===== config.mk =====
export PLATFORM = sky130hd
export DESIGN_NAME = tws_slave
export DESIGN_NICKNAME = d
export VERILOG_FILES = /design/src/tws_pkg.sv /design/src/tws_slave.sv
export SDC_FILE = /design/constraint.sdc
export NUM_CORES = 1
export LEC_CHECK = 0
export BUFFER_PORTS_ARGS = -buffer_cell sky130_fd_sc_hd__buf_2
export CORE_MARGIN = 8
export CORE_UTILIZATION = 45
export CTS_BUF_LIST = sky130_fd_sc_hd__clkbuf_8
export CTS_CLUSTER_DIAMETER = 60
export CTS_CLUSTER_SIZE = 30
export DETAILED_ROUTE_END_ITERATION = 12
export GPL_ROUTABILITY_DRIVEN = 0
export PLACE_DENSITY = 0.74
export SYNTH_ARGS = -nofsm -noshare
export SYNTH_HDL_FRONTEND = slang
export SYNTH_SLANG_ARGS = --single-unit

===== constraint.sdc =====
create_clock -name i_clock -period 4 [get_ports i_clock]
set_clock_uncertainty 0.2 [all_clocks]
set_input_delay 1 -clock i_clock [delete_from_list [all_inputs] [get_ports i_clock]]
set_output_delay 1 -clock i_clock [all_outputs]
set_load 0.02 [all_outputs]

===== src/tws_pkg.sv =====
/*
  Constants, register layout, status codes and types of the two-wire slave block.
  Assumes a Wishbone register port with 32-bit data and byte lane 0 carrying every register.
*/
package tws_pkg;

  // Register offsets (byte addresses)
  localparam logic [3:0] OFS_OWN_ADDR = 4'h0;
  localparam logic [3:0] OFS_CONTROL = 4'h4;
  localparam logic [3:0] OFS_STATUS = 4'h8;
  localparam logic [3:0] OFS_DATA = 4'hc;

  // Control register bit positions
  localparam int CTL_FLAG = 7;
  localparam int CTL_ACK = 6;
  localparam int CTL_STA = 5;
  localparam int CTL_STO = 4;
  localparam int CTL_WC = 3;
  localparam int CTL_EN = 2;
  localparam int CTL_IE = 0;

  // Status register fields
  localparam logic [7:0] STATUS_CODE_MASK = 8'hf8;
  localparam logic [7:0] PRESC_MASK = 8'h03;

  // Reset values
  localparam logic [7:0] OWN_ADDR_RST = 8'h00;
  localparam logic [7:0] DATA_RST = 8'hff;
  localparam logic [1:0] PRESC_RST = 2'h0;

  // Bus constants
  localparam logic [6:0] GC_ADDR = 7'h00;
  localparam logic [3:0] BYTE_BITS = 4'h8;
  localparam logic [3:0] LAST_BIT = 4'h7;

  // Status codes
  localparam logic [7:0] SC_RX_ADDR = 8'h60;
  localparam logic [7:0] SC_RX_ADDR_ARB = 8'h68;
  localparam logic [7:0] SC_RX_GC = 8'h70;
  localparam logic [7:0] SC_RX_GC_ARB = 8'h78;
  localparam logic [7:0] SC_RX_DATA_ACK = 8'h80;
  localparam logic [7:0] SC_RX_DATA_NACK = 8'h88;
  localparam logic [7:0] SC_GC_DATA_ACK = 8'h90;
  localparam logic [7:0] SC_GC_DATA_NACK = 8'h98;
  localparam logic [7:0] SC_RX_STOP = 8'ha0;
  localparam logic [7:0] SC_TX_ADDR = 8'ha8;
  localparam logic [7:0] SC_TX_ADDR_ARB = 8'hb0;
  localparam logic [7:0] SC_TX_DATA_ACK = 8'hb8;
  localparam logic [7:0] SC_TX_DATA_NACK = 8'hc0;
  localparam logic [7:0] SC_TX_LAST_ACK = 8'hc8;
  localparam logic [7:0] SC_NO_INFO = 8'hf8;

  typedef struct packed {
    logic flag;
    logic ack;
    logic sta;
    logic sto;
    logic wc;
    logic en;
    logic ie;
  } tws_control_t;

  typedef enum logic [2:0] {
    MODE_RX,
    MODE_TX,
    MODE_DONE
  } tws_mode_t;

  typedef enum logic [2:0] {
    S_IDLE,
    S_ADDR,
    S_ADDR_ACK,
    S_RX,
    S_RX_ACK,
    S_TX,
    S_TX_ACK,
    S_WAIT
  } tws_state_t;

endpackage


===== src/tws_slave.sv =====
/*
  Two-wire serial slave: own-address and general-call recognition, slave receiver and
  slave transmitter with status codes, clock stretching and sleep wake-up, plus a
  classic Wishbone register slave.
  Assumes open-drain pins resolved outside, a system clock far faster than the bus
  clock, and master-mode logic elsewhere that consumes o_start_request.
*/
`timescale 1ns/1ns

module tws_slave #(
  parameter int ADR_W = 4
) (
  // System
  input wire logic i_clock,
  input wire logic i_rstn,
  // Wishbone slave
  input wire logic i_wb_cyc,
  input wire logic i_wb_stb,
  input wire logic i_wb_we,
  input wire logic [3:0] i_wb_sel,
  input wire logic [ADR_W-1:0] i_wb_adr,
  input wire logic [31:0] i_wb_dat,
  output logic [31:0] o_wb_dat,
  output logic o_wb_ack,
  // Two-wire bus pins
  input wire logic i_scl,
  output logic o_scl_out,
  output logic o_scl_oe,
  input wire logic i_sda,
  output logic o_sda_out,
  output logic o_sda_oe,
  // System side
  input wire logic i_sleep,
  input wire logic i_arb_lost,
  output logic o_wake,
  output logic o_start_request
);

  if (ADR_W < 4) begin : g_check
    $error("ADR_W must be at least 4");
  end

  tws_pkg::tws_control_t ctl;
  tws_pkg::tws_state_t state;
  tws_pkg::tws_mode_t mode;
  logic [7:0] own_slave_address;
  logic [7:0] serial_data_register;
  logic [7:0] status_code;
  logic [1:0] presc;
  logic [7:0] shift;
  logic [3:0] cnt;
  logic gc;
  logic last;
  logic master_ack;
  logic set_evt;
  logic [7:0] evt_code;
  logic rx_load;
  logic start_pending;
  logic bus_free;
  logic [2:0] scl_sync;
  logic [2:0] sda_sync;

  // Pin synchronisers; stage 0 feeds stage 1 only
  always_ff @(posedge i_clock) begin
    if (!i_rstn) begin
      scl_sync <= 3'h7;
      sda_sync <= 3'h7;
    end else begin
      scl_sync <= {scl_sync[1:0], i_scl};
      sda_sync <= {sda_sync[1:0], i_sda};
    end
  end

  logic scl;
  logic sda;
  logic scl_rise;
  logic scl_fall;
  logic bus_start;
  logic bus_stop;
  assign scl = scl_sync[1];
  assign sda = sda_sync[1];
  assign scl_rise = scl & ~scl_sync[2];
  assign scl_fall = ~scl & scl_sync[2];
  assign bus_start = scl & scl_sync[2] & ~sda & sda_sync[2];
  assign bus_stop = scl & scl_sync[2] & sda & ~sda_sync[2];

  // Register decode
  logic wb_req;
  logic wr;
  logic upper_zero;
  logic wr_own;
  logic wr_ctrl;
  logic wr_stat;
  logic wr_data;
  logic sw_clear;
  assign wb_req = i_wb_cyc & i_wb_stb & ~o_wb_ack;
  assign wr = wb_req & i_wb_we & i_wb_sel[0];
  assign upper_zero = (i_wb_adr >> 4) == '0;
  assign wr_own = wr & upper_zero & (i_wb_adr[3:0] == tws_pkg::OFS_OWN_ADDR);
  assign wr_ctrl = wr & upper_zero & (i_wb_adr[3:0] == tws_pkg::OFS_CONTROL);
  assign wr_stat = wr & upper_zero & (i_wb_adr[3:0] == tws_pkg::OFS_STATUS);
  assign wr_data = wr & upper_zero & (i_wb_adr[3:0] == tws_pkg::OFS_DATA);
  assign sw_clear = wr_ctrl & i_wb_dat[tws_pkg::CTL_FLAG] & ctl.flag;

  // Own address or general call, gated live by ack enable
  function automatic logic addr_match(input logic [7:0] rx, input logic [7:0] own,
                                      input logic ack_en);
    addr_match = ack_en & ((rx[7:1] == own[7:1]) |
                 (own[0] & (rx[7:1] == tws_pkg::GC_ADDR)));
  endfunction

  // Wishbone answer: one wait state, unmapped reads give zero
  always_ff @(posedge i_clock) begin
    if (!i_rstn) begin
      o_wb_ack <= 1'b0;
      o_wb_dat <= 32'h0000_0000;
    end else begin
      o_wb_ack <= wb_req;
      o_wb_dat <= 32'h0000_0000;
      if (wb_req && !i_wb_we && upper_zero) begin
        case (i_wb_adr[3:0])
          tws_pkg::OFS_OWN_ADDR: o_wb_dat[7:0] <= own_slave_address;
          tws_pkg::OFS_CONTROL: o_wb_dat[7:0] <= {ctl.flag, ctl.ack, ctl.sta, ctl.sto,
                                                 ctl.wc, ctl.en, 1'b0, ctl.ie};
          tws_pkg::OFS_STATUS: o_wb_dat[7:0] <= (ctl.flag ? status_code : tws_pkg::SC_NO_INFO)
                                                | {6'h00, presc};
          tws_pkg::OFS_DATA: o_wb_dat[7:0] <= serial_data_register;
          default: o_wb_dat <= 32'h0000_0000;
        endcase
      end
    end
  end

  always_ff @(posedge i_clock) begin
    if (!i_rstn) begin
      own_slave_address <= tws_pkg::OWN_ADDR_RST;
      presc <= tws_pkg::PRESC_RST;
    end else begin
      if (wr_own) begin
        own_slave_address <= i_wb_dat[7:0];
      end
      if (wr_stat) begin
        presc <= i_wb_dat[1:0];
      end
    end
  end

  // Control register; a hardware event beats a same-cycle software clear
  always_ff @(posedge i_clock) begin
    if (!i_rstn) begin
      ctl <= '0;
    end else begin
      if (wr_ctrl) begin
        ctl.ack <= i_wb_dat[tws_pkg::CTL_ACK];
        ctl.sta <= i_wb_dat[tws_pkg::CTL_STA];
        ctl.sto <= i_wb_dat[tws_pkg::CTL_STO] & ~i_wb_dat[tws_pkg::CTL_FLAG];
        ctl.en <= i_wb_dat[tws_pkg::CTL_EN];
        ctl.ie <= i_wb_dat[tws_pkg::CTL_IE];
      end
      ctl.flag <= set_evt | (ctl.flag & ~sw_clear);
      if (wr_data && !ctl.flag) begin
        ctl.wc <= 1'b1;
      end else if (wr_data) begin
        ctl.wc <= 1'b0;
      end
    end
  end

  always_ff @(posedge i_clock) begin
    if (!i_rstn) begin
      status_code <= tws_pkg::SC_NO_INFO;
    end else if (set_evt) begin
      status_code <= evt_code & tws_pkg::STATUS_CODE_MASK;
    end
  end

  // Address bytes never reach the data register, even when caught in sleep
  always_ff @(posedge i_clock) begin
    if (!i_rstn) begin
      serial_data_register <= tws_pkg::DATA_RST;
    end else if (rx_load) begin
      serial_data_register <= shift;
    end else if (wr_data && ctl.flag) begin
      serial_data_register <= i_wb_dat[7:0];
    end
  end

  // Slave protocol engine
  always_ff @(posedge i_clock) begin
    if (!i_rstn) begin
      state <= tws_pkg::S_IDLE;
      mode <= tws_pkg::MODE_DONE;
      shift <= 8'h00;
      cnt <= 4'h0;
      gc <= 1'b0;
      last <= 1'b0;
      master_ack <= 1'b0;
      set_evt <= 1'b0;
      evt_code <= tws_pkg::SC_NO_INFO;
      rx_load <= 1'b0;
      o_sda_oe <= 1'b0;
      o_scl_oe <= 1'b0;
    end else begin
      set_evt <= 1'b0;
      rx_load <= 1'b0;
      if (!ctl.en || (wr_ctrl && i_wb_dat[tws_pkg::CTL_STO] && i_wb_dat[tws_pkg::CTL_FLAG])) begin
        state <= tws_pkg::S_IDLE;
        mode <= tws_pkg::MODE_DONE;
        o_sda_oe <= 1'b0;
        o_scl_oe <= 1'b0;
      end else if (bus_start || bus_stop) begin
        if (mode == tws_pkg::MODE_RX && state != tws_pkg::S_IDLE && state != tws_pkg::S_ADDR) begin
          set_evt <= 1'b1;
          evt_code <= tws_pkg::SC_RX_STOP;
        end
        mode <= tws_pkg::MODE_DONE;
        state <= bus_start ? tws_pkg::S_ADDR : tws_pkg::S_IDLE;
        cnt <= 4'h0;
        o_sda_oe <= 1'b0;
        o_scl_oe <= 1'b0;
      end else begin
        case (state)
          tws_pkg::S_IDLE: begin
            o_sda_oe <= 1'b0;
          end
          tws_pkg::S_ADDR, tws_pkg::S_RX: begin
            if (scl_rise) begin
              shift <= {shift[6:0], sda};
              cnt <= cnt + 4'h1;
            end else if (scl_fall && cnt == tws_pkg::BYTE_BITS) begin
              if (state == tws_pkg::S_ADDR) begin
                if (addr_match(shift, own_slave_address, ctl.ack)) begin
                  gc <= shift[7:1] == tws_pkg::GC_ADDR;
                  o_sda_oe <= 1'b1;
                  state <= tws_pkg::S_ADDR_ACK;
                end else begin
                  state <= tws_pkg::S_IDLE;
                end
              end else begin
                rx_load <= 1'b1;
                master_ack <= ctl.ack;
                o_sda_oe <= ctl.ack;
                state <= tws_pkg::S_RX_ACK;
              end
            end
          end
          tws_pkg::S_ADDR_ACK: begin
            if (scl_fall) begin
              o_sda_oe <= 1'b0;
              set_evt <= 1'b1;
              o_scl_oe <= 1'b1;
              state <= tws_pkg::S_WAIT;
              if (shift[0]) begin
                mode <= tws_pkg::MODE_TX;
                evt_code <= i_arb_lost ? tws_pkg::SC_TX_ADDR_ARB : tws_pkg::SC_TX_ADDR;
              end else begin
                mode <= tws_pkg::MODE_RX;
                if (gc) begin
                  evt_code <= i_arb_lost ? tws_pkg::SC_RX_GC_ARB : tws_pkg::SC_RX_GC;
                end else begin
                  evt_code <= i_arb_lost ? tws_pkg::SC_RX_ADDR_ARB : tws_pkg::SC_RX_ADDR;
                end
              end
            end
          end
          tws_pkg::S_RX_ACK: begin
            if (scl_fall) begin
              o_sda_oe <= 1'b0;
              set_evt <= 1'b1;
              o_scl_oe <= 1'b1;
              state <= tws_pkg::S_WAIT;
              if (!master_ack) begin
                mode <= tws_pkg::MODE_DONE;
              end
              if (gc) begin
                evt_code <= master_ack ? tws_pkg::SC_GC_DATA_ACK
                                       : tws_pkg::SC_GC_DATA_NACK;
              end else begin
                evt_code <= master_ack ? tws_pkg::SC_RX_DATA_ACK
                                       : tws_pkg::SC_RX_DATA_NACK;
              end
            end
          end
          tws_pkg::S_TX: begin
            if (scl_fall) begin
              if (cnt == tws_pkg::LAST_BIT) begin
                o_sda_oe <= 1'b0;
                state <= tws_pkg::S_TX_ACK;
              end else begin
                shift <= {shift[6:0], 1'b0};
                o_sda_oe <= ~shift[6];
                cnt <= cnt + 4'h1;
              end
            end
          end
          tws_pkg::S_TX_ACK: begin
            if (scl_rise) begin
              master_ack <= ~sda;
            end else if (scl_fall) begin
              set_evt <= 1'b1;
              o_scl_oe <= 1'b1;
              state <= tws_pkg::S_WAIT;
              if (!master_ack) begin
                evt_code <= tws_pkg::SC_TX_DATA_NACK;
                mode <= tws_pkg::MODE_DONE;
              end else if (last) begin
                evt_code <= tws_pkg::SC_TX_LAST_ACK;
                mode <= tws_pkg::MODE_DONE;
              end else begin
                evt_code <= tws_pkg::SC_TX_DATA_ACK;
              end
            end
          end
          tws_pkg::S_WAIT: begin
            if (sw_clear) begin
              o_scl_oe <= 1'b0;
              cnt <= 4'h0;
              case (mode)
                tws_pkg::MODE_TX: begin
                  shift <= serial_data_register;
                  o_sda_oe <= ~serial_data_register[7];
                  last <= ~i_wb_dat[tws_pkg::CTL_ACK];
                  state <= tws_pkg::S_TX;
                end
                tws_pkg::MODE_RX: begin
                  state <= tws_pkg::S_RX;
                end
                default: begin
                  state <= tws_pkg::S_IDLE;
                end
              endcase
            end
          end
          default: begin
            state <= tws_pkg::S_IDLE;
          end
        endcase
      end
    end
  end

  // Start request held over the unaddressed return until the bus is free
  always_ff @(posedge i_clock) begin
    if (!i_rstn) begin
      bus_free <= 1'b1;
      start_pending <= 1'b0;
      o_start_request <= 1'b0;
    end else begin
      if (bus_stop) begin
        bus_free <= 1'b1;
      end else if (bus_start) begin
        bus_free <= 1'b0;
      end
      if (sw_clear && mode == tws_pkg::MODE_DONE && i_wb_dat[tws_pkg::CTL_STA]) begin
        start_pending <= 1'b1;
      end else if (!ctl.sta || bus_start) begin
        start_pending <= 1'b0;
      end
      o_start_request <= start_pending & bus_free & ctl.sta & ctl.en;
    end
  end

  // Wake stays until software clears the flag, like the stretched clock
  always_ff @(posedge i_clock) begin
    if (!i_rstn) begin
      o_wake <= 1'b0;
    end else if (state == tws_pkg::S_ADDR_ACK && i_sleep) begin
      o_wake <= 1'b1;
    end else if (sw_clear || !ctl.en) begin
      o_wake <= 1'b0;
    end
  end

  // Open-drain pins only ever pull low
  always_ff @(posedge i_clock) begin
    if (!i_rstn) begin
      o_scl_out <= 1'b0;
      o_sda_out <= 1'b0;
    end else begin
      o_scl_out <= 1'b0;
      o_sda_out <= 1'b0;
    end
  end

endmodule // tws_slave


==> impl_metrics.toml <==
[sta]
slew_viol_final = 0
worstMarginPinSlew_ns = 0.805
setup_slack_ns = 0.745
fin_crit_ns = 3.26
setup_tns_ns = 0
rsz0062_at_grt = "false"
holdWs_ns = 0.219
hold_violations = 0
max_slew_margin_pct = 46.3
finalCritPeriodShare_pct = 81.4
fmax_mhz = 307
finalSetupViolCount = 0

[placement]
io_buffer_count = 34
pre_cts_ws_ns = 0.475
dp_hpwl_microns = 7680

[die]
die_x_microns = 112
placementRows = 35
ios = 88
die_h_microns = 112
die_area_sq_mm = 0.0125
initial_core_util_pct = 45.7
core_region_area_sq_mm = 0.00906

[clocking]
cts_max_path_buffers = 2
cts_hold_buf = 0
clock-sinks = 78
cts_made_buffers = 9
cts_tree = "yes"
cts_setup_buffers = 0
cts_resized = 0
clk_pin_slew_ns = 0.08
clock_tree.root_cell = "clkbuf_8"
cts.htree.levels = 3
insertion_delay_ns = 0.36

[routing]
drc = 0
routed-wl-met2_microns = 4960
vias_per_cell = 5.67
top_layer = "met4"
wl_met1_microns = 4590
routed-wl-met3_microns = 590
drt_iter0_drc = 298
routed_wl_microns = 10600
final_antenna_net_count = 0
vias = 3568
firstDrtPassIters = 4
wl_per_cell_microns = 16.8

[layout]
area_growth_syn_to_layout_pct = 8.67
num_antenna_cells = 0
final_nets = 564
drive_above_1_share_pct = 14.9
fill_cells = 839

[run_status]
run_status = "complete, no violations"

[setup_path]
worst_setup_path_end_kind = "flip-flop"
cp_data_arrival_time_ns = 3.32
crit_required_ns = 4.06
critPathSlowestCell = "or4b_4"
critPathKind = "in2reg"
crit_chain = "buf_2 > or4b_4 > nor4_1 > o21ai_0 > a21oi_1 > nor2_1 > a221o_1"
max_stage_delay_ns = 0.55
crit_fanout = 20
cp_top_family = "simple AND/OR/NAND/NOR gates"
crit_buf_inv = 1
setup.worst_path.start_class = "primary input"

[power]
finalPower_mw = 1.53
p_per_area_mw_per_mm2 = 341
ir_drop_v = 0.000228
p_leak_nw = 1.80

[job]
drv_cap = 0

[global_route]
grt_pass1_wl_microns = 17500
gr-total-overflow = 0
grtUsageTotal_pct = 17.2
antenna_found_initial = 0
grt_max_degree = 40
first_global_vias = 3442

[synthesis]
synth_area_per_cell_sq_um = 8.48
synth_seq_area_share_pct = 37.7
postSynthCellCount = 488
synth_area_sq_mm = 0.00414
yosys_warnings = 0
ys_seq_elements = 78
synth-edff-count = 0
synth-async-reset-ratio_pct = 0
synth_ff_type = "dfxtp_1"
yosysUniqueCellTypes = 65

[worst_hold_path]
hp-class = "reg2reg"
## cells in the final DEF, fill, tap and decap left out, types with 3 or more instances in the layout
| cell type | n |
|---|---|
| xor2_1 | 3 |
| nor2_1 | 68 |
| nor4_1 | 5 |
| nor2b_1 | 8 |
| clkbuf_8 | 9 |
| buf_4 | 6 |
| nand3b_1 | 4 |
| o22ai_1 | 4 |
| or3_1 | 3 |
| o21ai_0 | 23 |
| and3_1 | 3 |
| o221a_1 | 8 |
| a221oi_1 | 8 |
| inv_1 | 12 |
| buf_2 | 34 |
| nor3b_1 | 3 |
| mux2i_1 | 34 |
| conb_1 | 26 |
| a21oi_1 | 16 |
| a31oi_1 | 12 |
| nand4_1 | 5 |
| nor3_1 | 11 |
| and2_1 | 3 |
| nand3_1 | 12 |
| xnor2_1 | 8 |
| dfxtp_1 | 78 |
| nand2_1 | 44 |
| nand2b_1 | 10 |
| mux2_2 | 9 |
| o21a_1 | 3 |
## final timing paths
| check | to | start | cells past startpoint | slack, ns |
|---|---|---|---|---|
| setup / recovery | cnt[2] | i_wb_adr[2] | 7 | 0.74 |
| hold / removal | sda_sync[1] | sda_sync[0] | 1 | 0.22 |
| setup reg to reg | o_sda_oe | state[1] | 6 | 1.10 |
| hold reg to reg | sda_sync[1] | sda_sync[0] | 1 | 0.22 |
## layer usage
layer,up-vias,track usage (%)
met2,127,27.3
met5,-,0
met1,1685,20.9
met3,27,4.06
li1,1729,-
met4,0,10.0
## cell type report
class                           count  area (sq um)  area share, %
Inverter                           12          45.0           1.00
Clock buffer                        9           124           2.75
Timing Repair Buffer               40           215           4.78
Tap cell                          111           139           3.09
Multi-Input combinational cell    372          2320           51.7
Sequential cell                    78          1560           34.7
Clock inverter                      7          90.1           2.00
## Yosys cell counts, types with 2 or more instances
| library cell | number | area share, % |
|---|---|---|
| a221oi_1 | 8 | 1.7 |
| nor4_1 | 5 | 0.76 |
| and2_1 | 3 | 0.45 |
| a21o_1 | 2 | 0.36 |
| buf_4 | 26 | 4.7 |
| buf_1 | 5 | 0.45 |
| o221a_1 | 8 | 2.2 |
| o22ai_1 | 4 | 0.60 |
| nor2_1 | 68 | 6.2 |
| dfxtp_1 | 78 | 38 |
| nand2_1 | 44 | 4.0 |
| or2_2 | 2 | 0.30 |
| o211ai_1 | 2 | 0.36 |
| inv_1 | 11 | 1.0 |
| a31oi_1 | 12 | 1.8 |
| mux2i_1 | 34 | 8.2 |
| or3_1 | 3 | 0.45 |
| o21ai_0 | 23 | 2.8 |
| nor2b_1 | 8 | 1.2 |
| o32ai_1 | 2 | 0.42 |
| and3_1 | 3 | 0.45 |
| nor3b_1 | 3 | 0.54 |
| nand2b_1 | 10 | 1.5 |
| nand4_1 | 5 | 0.76 |
| xor2_1 | 3 | 0.63 |
| clkbuf_1 | 14 | 1.3 |
| buf_2 | 5 | 0.60 |
| ha_1 | 2 | 0.60 |
| and3b_1 | 2 | 0.42 |
| xnor2_1 | 8 | 1.7 |
| or4_1 | 2 | 0.36 |
| mux2_2 | 9 | 2.4 |
| a21oi_1 | 16 | 1.9 |
| nand3b_1 | 4 | 0.73 |
| o21a_1 | 3 | 0.54 |
| nand3_1 | 12 | 1.5 |
| nor3_1 | 11 | 1.3 |
## where the power goes
group	total [mW]	leakage, nW	switching (mW)	internal, mW
logic	0.0998	1.06	0.0710	0.0288
registers	0.784	0.630	0.00465	0.780
clock network	0.649	0.110	0.301	0.348
total	1.53	1.80	0.376	1.16
## flip-flops by register name, summed over array words and instances, names as in the netlist, 2 cells and up
name                  flops
serial_data_register      8
ctl                       7
own_slave_address         8
mode                      2
presc                     2
status_code               5
shift                     8
evt_code                  5
sda_sync                  3
scl_sync                  3
cnt                       4
state                     3
o_wb_dat                  8
## worst reg2reg max path: stages, from the launching register on
cell	delay (ns)
dfxtp_1	0.71
clkinv_1	0.46
nor2_2	0.75
a311oi_1	0.11
o22a_1	0.22
a211oi_2	0.19
mux2i_1	0.19
## metrics by stage
step                util, %  instances  instance area (sq um)
finish                 49.6        629                   4500
global route           49.6        629                   4500
detailed placement     47.3        613                   4290
global placement       47.3        613                   4290
CTS                    49.6        629                   4500
floorplan                 -        513                   4230
## cell families (layout without fill, tap and decap cells)
kind of cell               count (synthesis)  after routing  share of synthesized area, %
and+or+nand+nor                          193            193                          23.0
AOI/OAI and AO/OA                         97             97                          17.2
DFF                                       78             78                          37.7
buffers and inverters                     63             68                          8.40
muxes                                     43             43                          10.7
xor gates and xnor gates                  11             11                          2.33
adders and majority gates                  2              2                         0.604
other                                      1             26                        0.0906
Note: power is estimated with default switching activity, not from simulation.
